$ cat src/pkg/sfi_pkg.sv
// Shared constants and types for the servo fault indicator block.
// Assumes a single 250 MHz clock domain; all users refer to names here.
package sfi_pkg;

    ////////////////////////////////////////////////////////////////////////
    // Timing.
    localparam int CLK_KHZ = 250000;
    localparam int PERIOD_MS = 5000;
    localparam int SLOT_MS = 250;
    localparam longint PERIOD_CYC = longint'(PERIOD_MS) * CLK_KHZ;
    localparam longint SLOT_CYC = longint'(SLOT_MS) * CLK_KHZ;

    ////////////////////////////////////////////////////////////////////////
    // Blink counts per protection, and the idle code.
    localparam logic [2:0] BLINK_NONE = 3'h0;
    localparam logic [2:0] BLINK_OC = 3'h1;
    localparam logic [2:0] BLINK_OV = 3'h2;
    localparam logic [2:0] BLINK_PHASE = 3'h4;
    localparam logic [2:0] BLINK_ENC = 3'h5;
    localparam logic [2:0] BLINK_FE = 3'h7;
    localparam logic [3:0] SLOT_LAST = 4'hF;

    ////////////////////////////////////////////////////////////////////////
    // Register byte offsets.
    localparam logic [7:0] REG_FAULT = 8'h00;
    localparam logic [7:0] REG_IRQ_STAT = 8'h04;
    localparam logic [7:0] REG_IRQ_MASK = 8'h08;
    localparam logic [7:0] REG_GEAR_TOP = 8'h0C;
    localparam logic [7:0] REG_GEAR_BOTTOM = 8'h10;
    localparam logic [7:0] REG_FE_LIMIT = 8'h14;
    localparam logic [7:0] REG_CMD_POS = 8'h18;
    localparam logic [7:0] REG_FB_POS = 8'h1C;
    localparam logic [7:0] REG_BLINK = 8'h20;

    // Reset values.
    localparam logic [15:0] GEAR_TOP_RST = 16'h0001;
    localparam logic [15:0] GEAR_BOTTOM_RST = 16'h0001;
    localparam logic [15:0] FE_LIMIT_RST = 16'h0FA0;
    localparam logic [4:0] MASK_RST = 5'h00;

    // AXI responses.
    localparam logic [1:0] RESP_OKAY = 2'h0;
    localparam logic [1:0] RESP_SLVERR = 2'h2;

    ////////////////////////////////////////////////////////////////////////
    // Carriers.
    typedef struct packed {
        logic fe;
        logic enc;
        logic phase;
        logic ov;
        logic oc;
    } sfi_faults_t;

    typedef struct packed {
        logic enc;
        logic phase;
        logic ov;
        logic oc;
    } sfi_sense_t;

    typedef struct packed {
        logic step;
        logic dir;
        logic enable;
        logic enc_a;
        logic enc_b;
    } sfi_pins_t;

endpackage : sfi_pkg

$ cat src/rtl/sfi_top.sv
// Servo fault supervision, indicator blinking, direction, gear scaling.
// Assumes pins and sense flags are asynchronous and an AXI4-Lite master.
//
// Contract
// - Show only the highest-priority active protection.
// - Over-current shows one blink per period.
// - Over-voltage shows two blinks per period.
// - Phase error shows four blinks per period.
// - Encoder error shows five blinks per period.
// - Following error at limit; seven blinks.
// - Priority: OC, OV, phase, encoder, following.
// - Direction high turns motor clockwise.
// - Gear-scale steps; four counts per encoder line.
`timescale 1ns/1ns
module sfi_top #(
    parameter longint PERIOD_CYC = sfi_pkg::PERIOD_CYC,
    parameter longint SLOT_CYC = sfi_pkg::SLOT_CYC
) (
    // Clock and reset.
    input wire logic aclk,
    input wire logic aresetn,
    // AXI4-Lite slave.
    input wire logic [7:0] s_axi_awaddr,
    input wire logic s_axi_awvalid,
    output logic s_axi_awready,
    input wire logic [31:0] s_axi_wdata,
    input wire logic [3:0] s_axi_wstrb,
    input wire logic s_axi_wvalid,
    output logic s_axi_wready,
    output logic [1:0] s_axi_bresp,
    output logic s_axi_bvalid,
    input wire logic s_axi_bready,
    input wire logic [7:0] s_axi_araddr,
    input wire logic s_axi_arvalid,
    output logic s_axi_arready,
    output logic [31:0] s_axi_rdata,
    output logic [1:0] s_axi_rresp,
    output logic s_axi_rvalid,
    input wire logic s_axi_rready,
    // Controller pins and protection sense flags.
    input wire sfi_pkg::sfi_pins_t pins,
    input wire sfi_pkg::sfi_sense_t sense,
    // Drive outputs.
    output logic red_led,
    output logic motor_dir_cw,
    output logic motion_enable,
    output logic irq
);

    ////////////////////////////////////////////////////////////////////////
    // Functions.

    // Fixed priority, highest first.
    function automatic logic [2:0] pick_code(input sfi_pkg::sfi_faults_t f);
        logic [2:0] c;
        c = sfi_pkg::BLINK_NONE;
        if (f.oc) c = sfi_pkg::BLINK_OC;
        else if (f.ov) c = sfi_pkg::BLINK_OV;
        else if (f.phase) c = sfi_pkg::BLINK_PHASE;
        else if (f.enc) c = sfi_pkg::BLINK_ENC;
        else if (f.fe) c = sfi_pkg::BLINK_FE;
        return c;
    endfunction : pick_code

    // Quadrature delta from previous and current A/B: +1, -1 or 0.
    function automatic logic signed [1:0] quad_delta(input logic [1:0] p,
                                                     input logic [1:0] c);
        logic signed [1:0] d;
        d = 2'sh0;
        case ({p, c})
            4'h1, 4'h7, 4'hE, 4'h8: d = 2'sh1;
            4'h2, 4'hB, 4'hD, 4'h4: d = -2'sh1;
            default: d = 2'sh0;
        endcase
        return d;
    endfunction : quad_delta

    ////////////////////////////////////////////////////////////////////////
    // Input synchronisers; stage one feeds only stage two.
    logic [4:0] pin_s1, pin_s2, pin_s3;
    logic [3:0] sen_s1, sen_s2;
    always_ff @(posedge aclk) begin
        pin_s1 <= pins;
        pin_s2 <= pin_s1;
        pin_s3 <= pin_s2;
        sen_s1 <= sense;
        sen_s2 <= sen_s1;
    end
    sfi_pkg::sfi_pins_t pin_now, pin_old;
    sfi_pkg::sfi_sense_t sen_now;
    assign pin_now = pin_s2;
    assign pin_old = pin_s3;
    assign sen_now = sen_s2;

    ////////////////////////////////////////////////////////////////////////
    // Registers.
    logic [15:0] gear_top, gear_bottom, fe_limit;
    logic [4:0] irq_mask, irq_stat;
    sfi_pkg::sfi_faults_t fault_lat;
    logic signed [31:0] cmd_pos, fb_pos;
    logic [2:0] blink_code, shown;

    ////////////////////////////////////////////////////////////////////////
    // Position command and feedback.
    wire step_edge = pin_now.step & ~pin_old.step;
    wire run = pin_now.enable & (fault_lat == '0);
    wire signed [31:0] top_s = {16'h0000, gear_top};
    wire signed [31:0] bot_s = {16'h0000, gear_bottom};
    wire signed [1:0] qd = quad_delta({pin_old.enc_a, pin_old.enc_b},
                                      {pin_now.enc_a, pin_now.enc_b});
    // Both counters are in numerator-times-denominator units, so the
    // gear ratio needs no divider: a step adds top, a count adds bottom.
    wire signed [31:0] next_cmd = !(step_edge & run) ? cmd_pos :
                                  pin_now.dir ? cmd_pos + top_s :
                                  cmd_pos - top_s;
    wire signed [31:0] next_fb = qd == 2'sh1 ? fb_pos + bot_s :
                                 qd == -2'sh1 ? fb_pos - bot_s :
                                 fb_pos;
    wire signed [31:0] pos_err = cmd_pos - fb_pos;
    wire [31:0] err_mag = pos_err[31] ? 32'(-pos_err) : 32'(pos_err);
    wire [31:0] fe_bound = 32'(fe_limit) * 32'(gear_bottom);
    // A zero limit disables the following-error check.
    wire fe_hit = (fe_limit != 16'h0000) && (err_mag >= fe_bound);

    always_ff @(posedge aclk) begin
        if (!aresetn) begin
            cmd_pos <= 32'sh0;
            fb_pos <= 32'sh0;
        end else begin
            cmd_pos <= next_cmd;
            fb_pos <= next_fb;
        end
    end

    ////////////////////////////////////////////////////////////////////////
    // Fault latch and drive outputs.
    sfi_pkg::sfi_faults_t fault_now, next_fault;
    assign fault_now = '{fe: fe_hit, enc: sen_now.enc, phase: sen_now.phase,
                         ov: sen_now.ov, oc: sen_now.oc};
    assign next_fault = fault_lat | fault_now;
    wire [4:0] fault_rise = next_fault & ~fault_lat;

    always_ff @(posedge aclk) begin
        if (!aresetn) begin
            fault_lat <= '0;
            motion_enable <= 1'b0;
            motor_dir_cw <= 1'b0;
            blink_code <= sfi_pkg::BLINK_NONE;
        end else begin
            fault_lat <= next_fault;
            motion_enable <= run;
            motor_dir_cw <= pin_now.dir;
            blink_code <= pick_code(fault_lat);
        end
    end

    ////////////////////////////////////////////////////////////////////////
    // Indicator timing: a fixed period cut into equal on/off slots.
    logic [31:0] per_cnt, slot_cnt;
    logic [3:0] slot_idx;
    wire per_end = per_cnt == 32'(PERIOD_CYC - 1);
    wire slot_end = slot_cnt == 32'(SLOT_CYC - 1);
    // Slot pairs count blinks; even slots lit, while pairs remain.
    wire next_led = (slot_idx < {shown, 1'b0}) & ~slot_idx[0];

    always_ff @(posedge aclk) begin
        if (!aresetn) begin
            per_cnt <= 32'h0000_0000;
            slot_cnt <= 32'h0000_0000;
            slot_idx <= 4'h0;
            shown <= sfi_pkg::BLINK_NONE;
            red_led <= 1'b0;
        end else begin
            red_led <= next_led;
            if (per_end) begin
                // The code is sampled only here, so a period never mixes.
                per_cnt <= 32'h0000_0000;
                slot_cnt <= 32'h0000_0000;
                slot_idx <= 4'h0;
                shown <= blink_code;
            end else begin
                per_cnt <= per_cnt + 32'h0000_0001;
                slot_cnt <= slot_end ? 32'h0000_0000 :
                            slot_cnt + 32'h0000_0001;
                if (slot_end && slot_idx != sfi_pkg::SLOT_LAST)
                    slot_idx <= slot_idx + 4'h1;
            end
        end
    end

    ////////////////////////////////////////////////////////////////////////
    // AXI4-Lite slave.
    logic aw_got, w_got;
    logic [7:0] aw_addr;
    logic [31:0] w_data;
    wire aw_hs = s_axi_awvalid & s_axi_awready;
    wire w_hs = s_axi_wvalid & s_axi_wready;
    wire do_write = aw_got & w_got & ~s_axi_bvalid;
    wire ar_hs = s_axi_arvalid & s_axi_arready;
    assign s_axi_awready = ~aw_got & ~s_axi_bvalid;
    assign s_axi_wready = ~w_got & ~s_axi_bvalid;
    assign s_axi_arready = ~s_axi_rvalid;

    wire wr_stat = do_write && aw_addr == sfi_pkg::REG_IRQ_STAT;
    wire wr_mask = do_write && aw_addr == sfi_pkg::REG_IRQ_MASK;
    wire wr_top = do_write && aw_addr == sfi_pkg::REG_GEAR_TOP;
    wire wr_bot = do_write && aw_addr == sfi_pkg::REG_GEAR_BOTTOM;
    wire wr_lim = do_write && aw_addr == sfi_pkg::REG_FE_LIMIT;
    wire wr_ro = do_write && (aw_addr == sfi_pkg::REG_FAULT ||
                 aw_addr == sfi_pkg::REG_CMD_POS ||
                 aw_addr == sfi_pkg::REG_FB_POS ||
                 aw_addr == sfi_pkg::REG_BLINK);
    wire wr_ok = wr_stat | wr_mask | wr_top | wr_bot | wr_lim | wr_ro;
    logic [3:0] w_strb;
    wire w_data_lane0 = w_strb[0];
    wire [4:0] stat_clr = wr_stat && w_data_lane0 ? w_data[4:0] : 5'h00;
    // Set wins over a clear in the same cycle.
    wire [4:0] next_stat = (irq_stat & ~stat_clr) | fault_rise;

    function automatic logic [15:0] merge16(input logic [15:0] old,
                                            input logic [31:0] d,
                                            input logic [3:0] be);
        return {be[1] ? d[15:8] : old[15:8], be[0] ? d[7:0] : old[7:0]};
    endfunction : merge16

    always_ff @(posedge aclk) begin
        if (!aresetn) begin
            aw_got <= 1'b0;
            w_got <= 1'b0;
            aw_addr <= 8'h00;
            w_data <= 32'h0000_0000;
            w_strb <= 4'h0;
            s_axi_bvalid <= 1'b0;
            s_axi_bresp <= sfi_pkg::RESP_OKAY;
        end else begin
            if (aw_hs) begin
                aw_got <= 1'b1;
                aw_addr <= {s_axi_awaddr[7:2], 2'b00};
            end
            if (w_hs) begin
                w_got <= 1'b1;
                w_data <= s_axi_wdata;
                w_strb <= s_axi_wstrb;
            end
            if (do_write) begin
                aw_got <= 1'b0;
                w_got <= 1'b0;
                s_axi_bvalid <= 1'b1;
                s_axi_bresp <= wr_ok ? sfi_pkg::RESP_OKAY
                                     : sfi_pkg::RESP_SLVERR;
            end else if (s_axi_bvalid && s_axi_bready) begin
                s_axi_bvalid <= 1'b0;
            end
        end
    end

    always_ff @(posedge aclk) begin
        if (!aresetn) begin
            irq_stat <= 5'h00;
            irq_mask <= sfi_pkg::MASK_RST;
            gear_top <= sfi_pkg::GEAR_TOP_RST;
            gear_bottom <= sfi_pkg::GEAR_BOTTOM_RST;
            fe_limit <= sfi_pkg::FE_LIMIT_RST;
            irq <= 1'b0;
        end else begin
            irq_stat <= next_stat;
            irq <= (next_stat & irq_mask) != 5'h00;
            if (wr_mask && w_data_lane0) irq_mask <= w_data[4:0];
            if (wr_top) gear_top <= merge16(gear_top, w_data, w_strb);
            if (wr_bot) gear_bottom <= merge16(gear_bottom, w_data, w_strb);
            if (wr_lim) fe_limit <= merge16(fe_limit, w_data, w_strb);
        end
    end

    wire [7:0] ar_word = {s_axi_araddr[7:2], 2'b00};
    logic [31:0] rd_mux;
    logic rd_ok;
    always_comb begin
        rd_ok = 1'b1;
        case (ar_word)
            sfi_pkg::REG_FAULT: rd_mux = {27'h0, fault_lat};
            sfi_pkg::REG_IRQ_STAT: rd_mux = {27'h0, irq_stat};
            sfi_pkg::REG_IRQ_MASK: rd_mux = {27'h0, irq_mask};
            sfi_pkg::REG_GEAR_TOP: rd_mux = {16'h0, gear_top};
            sfi_pkg::REG_GEAR_BOTTOM: rd_mux = {16'h0, gear_bottom};
            sfi_pkg::REG_FE_LIMIT: rd_mux = {16'h0, fe_limit};
            sfi_pkg::REG_CMD_POS: rd_mux = cmd_pos;
            sfi_pkg::REG_FB_POS: rd_mux = fb_pos;
            sfi_pkg::REG_BLINK: rd_mux = {29'h0, blink_code};
            default: begin
                rd_mux = 32'h0000_0000;
                rd_ok = 1'b0;
            end
        endcase
    end

    always_ff @(posedge aclk) begin
        if (!aresetn) begin
            s_axi_rvalid <= 1'b0;
            s_axi_rdata <= 32'h0000_0000;
            s_axi_rresp <= sfi_pkg::RESP_OKAY;
        end else if (ar_hs) begin
            s_axi_rvalid <= 1'b1;
            s_axi_rdata <= rd_mux;
            s_axi_rresp <= rd_ok ? sfi_pkg::RESP_OKAY
                                 : sfi_pkg::RESP_SLVERR;
        end else if (s_axi_rready) begin
            s_axi_rvalid <= 1'b0;
        end
    end
endmodule : sfi_top

$ cat config.mk
export PLATFORM = sky130hd
export DESIGN_NAME = sfi_top
export DESIGN_NICKNAME = d
export VERILOG_FILES = /design/src/pkg/sfi_pkg.sv /design/src/rtl/sfi_top.sv
export SDC_FILE = /design/constraint.sdc
export NUM_CORES = 2
export LEC_CHECK = 0
export BUFFER_PORTS_ARGS = -buffer_cell sky130_fd_sc_hd__buf_2
export CAP_MARGIN = 40
export CORE_ASPECT_RATIO = 1.1
export CORE_UTILIZATION = 63
export CTS_BUF_LIST = sky130_fd_sc_hd__clkbuf_8
export DETAILED_ROUTE_END_ITERATION = 8
export HOLD_SLACK_MARGIN = 0.06
export PLACE_DENSITY = 0.81
export SYNTH_ARGS = -nofsm -noshare
export SYNTH_HDL_FRONTEND = slang
export SYNTH_SLANG_ARGS = --single-unit
$ cat constraint.sdc
create_clock -name aclk -period 8.25 [get_ports aclk]
set_input_delay 0.825 -clock aclk [delete_from_list [all_inputs] [get_ports aclk]]
set_output_delay 0.825 -clock aclk [all_outputs]
set_load 0.02 [all_outputs]
==> flow_metrics.env <==
export IMPL_status="completed"
export IMPL_p_leak_nw=13.6
export IMPL_h_tree_depth=2
export IMPL_timing_fmax_mhz=128
export IMPL_cp_common_cell="fa_1"
export IMPL_detail_route_wl_per_cell_um=18.9
export IMPL_slew_limit_headroom_pct=35.8
export IMPL_worstSetupStartpointType="flip-flop"
export IMPL_p_int_mw=3.29
export IMPL_slew_violations=0
export IMPL_clockBufferDepth=3
export IMPL_clk_pin_slew_ps=70
export IMPL_max_stage_delay_ps=830
export IMPL_die_h_um=222
export IMPL_fillerInstances=3521
export IMPL_syn_area_mm2=0.0277
export IMPL_end_kind="flip-flop"
export IMPL_drive_gt1_share_pct=7.82
export IMPL_required_ps=8680
export IMPL_via_per_inst=6.11
export IMPL_grt_max_degree=105
export IMPL_drtPass1Iterations=8
export IMPL_gr_total_overflow=0
export IMPL_grt_pass1_wl_um=121000
export IMPL_ys_types=94
export IMPL_met1_length_um=30300
export IMPL_ios=113
export IMPL_clkPwrFrac_pct=19.3
export IMPL_cts_made_buffers=42
export IMPL_dieArea_mm2=0.0448
export IMPL_tightest_slew_ps=958
export IMPL_synth_edf_count=0
export IMPL_ys_warn_count=0
export IMPL_ctsHoldBuffers=0
export IMPL_nNetsFinal=3876
export IMPL_track_usage_pct=33.2
export IMPL_gp_congestion=0.953
export IMPL_routed_wl_um=74900
export IMPL_num_rows=80
export IMPL_core_mm2=0.0433
export IMPL_fin_crit_sh_pct=94.8
export IMPL_ir_drop_uv=190
export IMPL_seq_area_frac_synth_pct=20.8
export IMPL_hpwl_um=59200
export IMPL_die_w_um=202
export IMPL_crit_fanout=17
export IMPL_switching_power_mw=2.46
export IMPL_skew_ps=19.4
export IMPL_final_cell_mix="369 x nand2_1, 332 x inv_1, 284 x dfxtp_1"
export IMPL_post_route_drc_count=0
export IMPL_setup_tns_ps=0
export IMPL_area_growth_synth_to_final_pct=6.40
export IMPL_syn_inst=3343
export IMPL_io_buffers=88
export IMPL_hp_class="flip-flop to flip-flop"
export IMPL_cpMaxStageDelayCell="dfxtp_1"
export IMPL_layout_commonest_cell="nand2_1"
export IMPL_clk_latency_ps=570
export IMPL_whs_ps=326
export IMPL_synth_seq_cells=288
export IMPL_synth_main_ff_cell="dfxtp_1"
export IMPL_setup_viol=0
export IMPL_path_class="flip-flop to flip-flop"
export IMPL_ant_nets=0
export IMPL_cp_arrival_ps=8250
export IMPL_via_count=24200
export IMPL_wl_met3_um=5960
export IMPL_switching_share_pct=42.8
export IMPL_cts_root_buffer="clkbuf_8"
export IMPL_top_layer_used="met4"
export IMPL_initial_utilization_pct=63.9
export IMPL_async_flop_share_pct=0
export IMPL_cts_tree="built"
export IMPL_max_cap_violations=0
export IMPL_avgSynthCellArea_um2=8.28
export IMPL_hold_violations=0
export IMPL_met2WireLength_um=34900
export IMPL_period_minus_slack_ps=7820
export IMPL_dr_first_iter_drc_count=2058
export IMPL_rsz0062_at_grt="false"
export IMPL_antenna_found_initial=1
export IMPL_clock_sinks=288
export IMPL_seqPwrFrac_pct=28.3
export IMPL_power_density_mw_per_mm2=195
export IMPL_share_comb_of_total_power_pct=52.5
export IMPL_grt_pass1_vias=24000
[synthesized netlist by cell type (8+ instances only)]
cell type / count / area share (%)
a211oi_1: 23 / 0.62
a21boi_0: 32 / 0.87
a21o_1: 60 / 1.6
a21oi_1: 180 / 3.3
a221o_1: 8 / 0.29
a221oi_1: 12 / 0.38
a222oi_1: 11 / 0.40
a31oi_1: 17 / 0.38
and2_1: 173 / 3.9
and3_1: 36 / 0.81
and4_1: 8 / 0.25
buf_1: 10 / 0.14
clkbuf_1: 147 / 2.0
dfxtp_1: 288 / 21
fa_1: 197 / 14
ha_1: 243 / 11
inv_1: 325 / 4.4
mux2_2: 17 / 0.69
mux2i_1: 99 / 3.6
nand2_1: 369 / 5.0
nand2b_1: 31 / 0.70
nand3_1: 75 / 1.4
nand4_1: 28 / 0.63
nor2_1: 201 / 2.7
nor2b_1: 99 / 2.2
nor3_1: 49 / 0.89
nor3b_1: 11 / 0.30
nor4_1: 21 / 0.47
o211a_1: 12 / 0.43
o211ai_1: 22 / 0.60
o21a_1: 27 / 0.73
o21ai_0: 122 / 2.2
o21ai_1: 9 / 0.16
o21bai_1: 20 / 0.54
o31ai_1: 10 / 0.27
or3_1: 17 / 0.38
xnor2_1: 97 / 3.1
xor2_1: 105 / 3.3
[layer usage]
layer / GRT usage (%) / vias up
met3: 5.61 / 238
met4: 16.4 / 0
met2: 54.4 / 1005
met1: 42.3 / 11600
met5: 0 / -
li1: - / 11300
[sequential cells by signal, indices dropped and copies added (netlist names), 2 cells and up]
signal	count
slot_cnt	32
irq_stat	5
gear_bottom	16
aw_addr	6
gear_top	16
fb_pos	32
shown	3
cmd_pos	32
pin_now	5
pin_s1	5
fault_lat	5
sen_now	4
per_cnt	32
fe_limit	16
w_data	16
w_strb	2
slot_idx	4
blink_code	3
qd	2
s_axi_rdata	32
irq_mask	5
sen_s1	4
[repair_timing]
action	4_1_cts	5_1_grt
resized for setup	0	9
setup buffers	0	1
setup endpoints to repair	0	3
endpoints found under the hold margin	0	0
[metrics by stage]
step | power, mW | cell area, um2 | std cells | util, % | setup WS, ps
floorplan | 3.85 | 27700 | 3344 | - | 791
global placement | 4.45 | 28600 | 3887 | 65.9 | 428
detailed placement | 4.59 | 28700 | 3897 | 66.1 | 243
CTS | 5.70 | 29400 | 3962 | 67.9 | 246
global route | 6.14 | 29500 | 3964 | 68.0 | 13.1
finish | 5.75 | 29500 | 3964 | 68.0 | 432
[worst paths after layout]
check                           depth (start not counted)  slack, ps            start          to
worst max-delay path                                   28        430  gear_bottom[12]         irq
worst max register to register                         28        430  gear_bottom[12]         irq
worst min register to register                          0        330        sen_s1[3]  sen_now[3]
worst min-delay path                                    0        330        sen_s1[3]  sen_now[3]
[worst max-delay path: cells and delay by family (launching register included)]
family | cells | cell delay, ps
xor gates and xnor gates | 1 | 170
DFF | 1 | 830
buffers and inverters | 4 | 360
and+or+nand+nor | 5 | 660
AOI/OAI and AO/OA | 10 | 1810
adders and majority gates | 8 | 3810
[cells by family after synthesis]
kind of cell	synth area share, %
AO/OA/AOI/OAI	15.2
XOR/XNOR	6.39
adder cells (fa/ha/maj)	25.2
buffers and inverters	6.81
flip-flops	20.8
multiplexers	4.35
other	0.0135
AND/OR/NAND/NOR	21.2
[final cells by class]
| cell class | count | area [um2] | area share [%] |
|---|---|---|---|
| Clock buffer | 48 | 661 | 2.24 |
| Inverter | 326 | 1220 | 4.15 |
| Clock inverter | 17 | 111 | 0.378 |
| Sequential cell | 288 | 5770 | 19.6 |
| Timing Repair Buffer | 147 | 898 | 3.05 |
| Multi-Input combinational cell | 2563 | 20100 | 68.2 |
| Tap cell | 574 | 718 | 2.44 |
| Antenna cell | 1 | 2.50 | 0.00849 |
[power by group through the flow]
stage          Combinational [mW]  Sequential, mW  Clock [mW]
3_3_place_gp                 2.81            1.64           0
6_report                     3.02            1.62        1.11
4_1_cts                      2.96            1.62        1.12
3_5_place_dp                 2.94            1.65           0
5_1_grt                      3.33            1.63        1.18
2_1_floorplan                2.26            1.60           0
(Power assumes the default switching activity.)
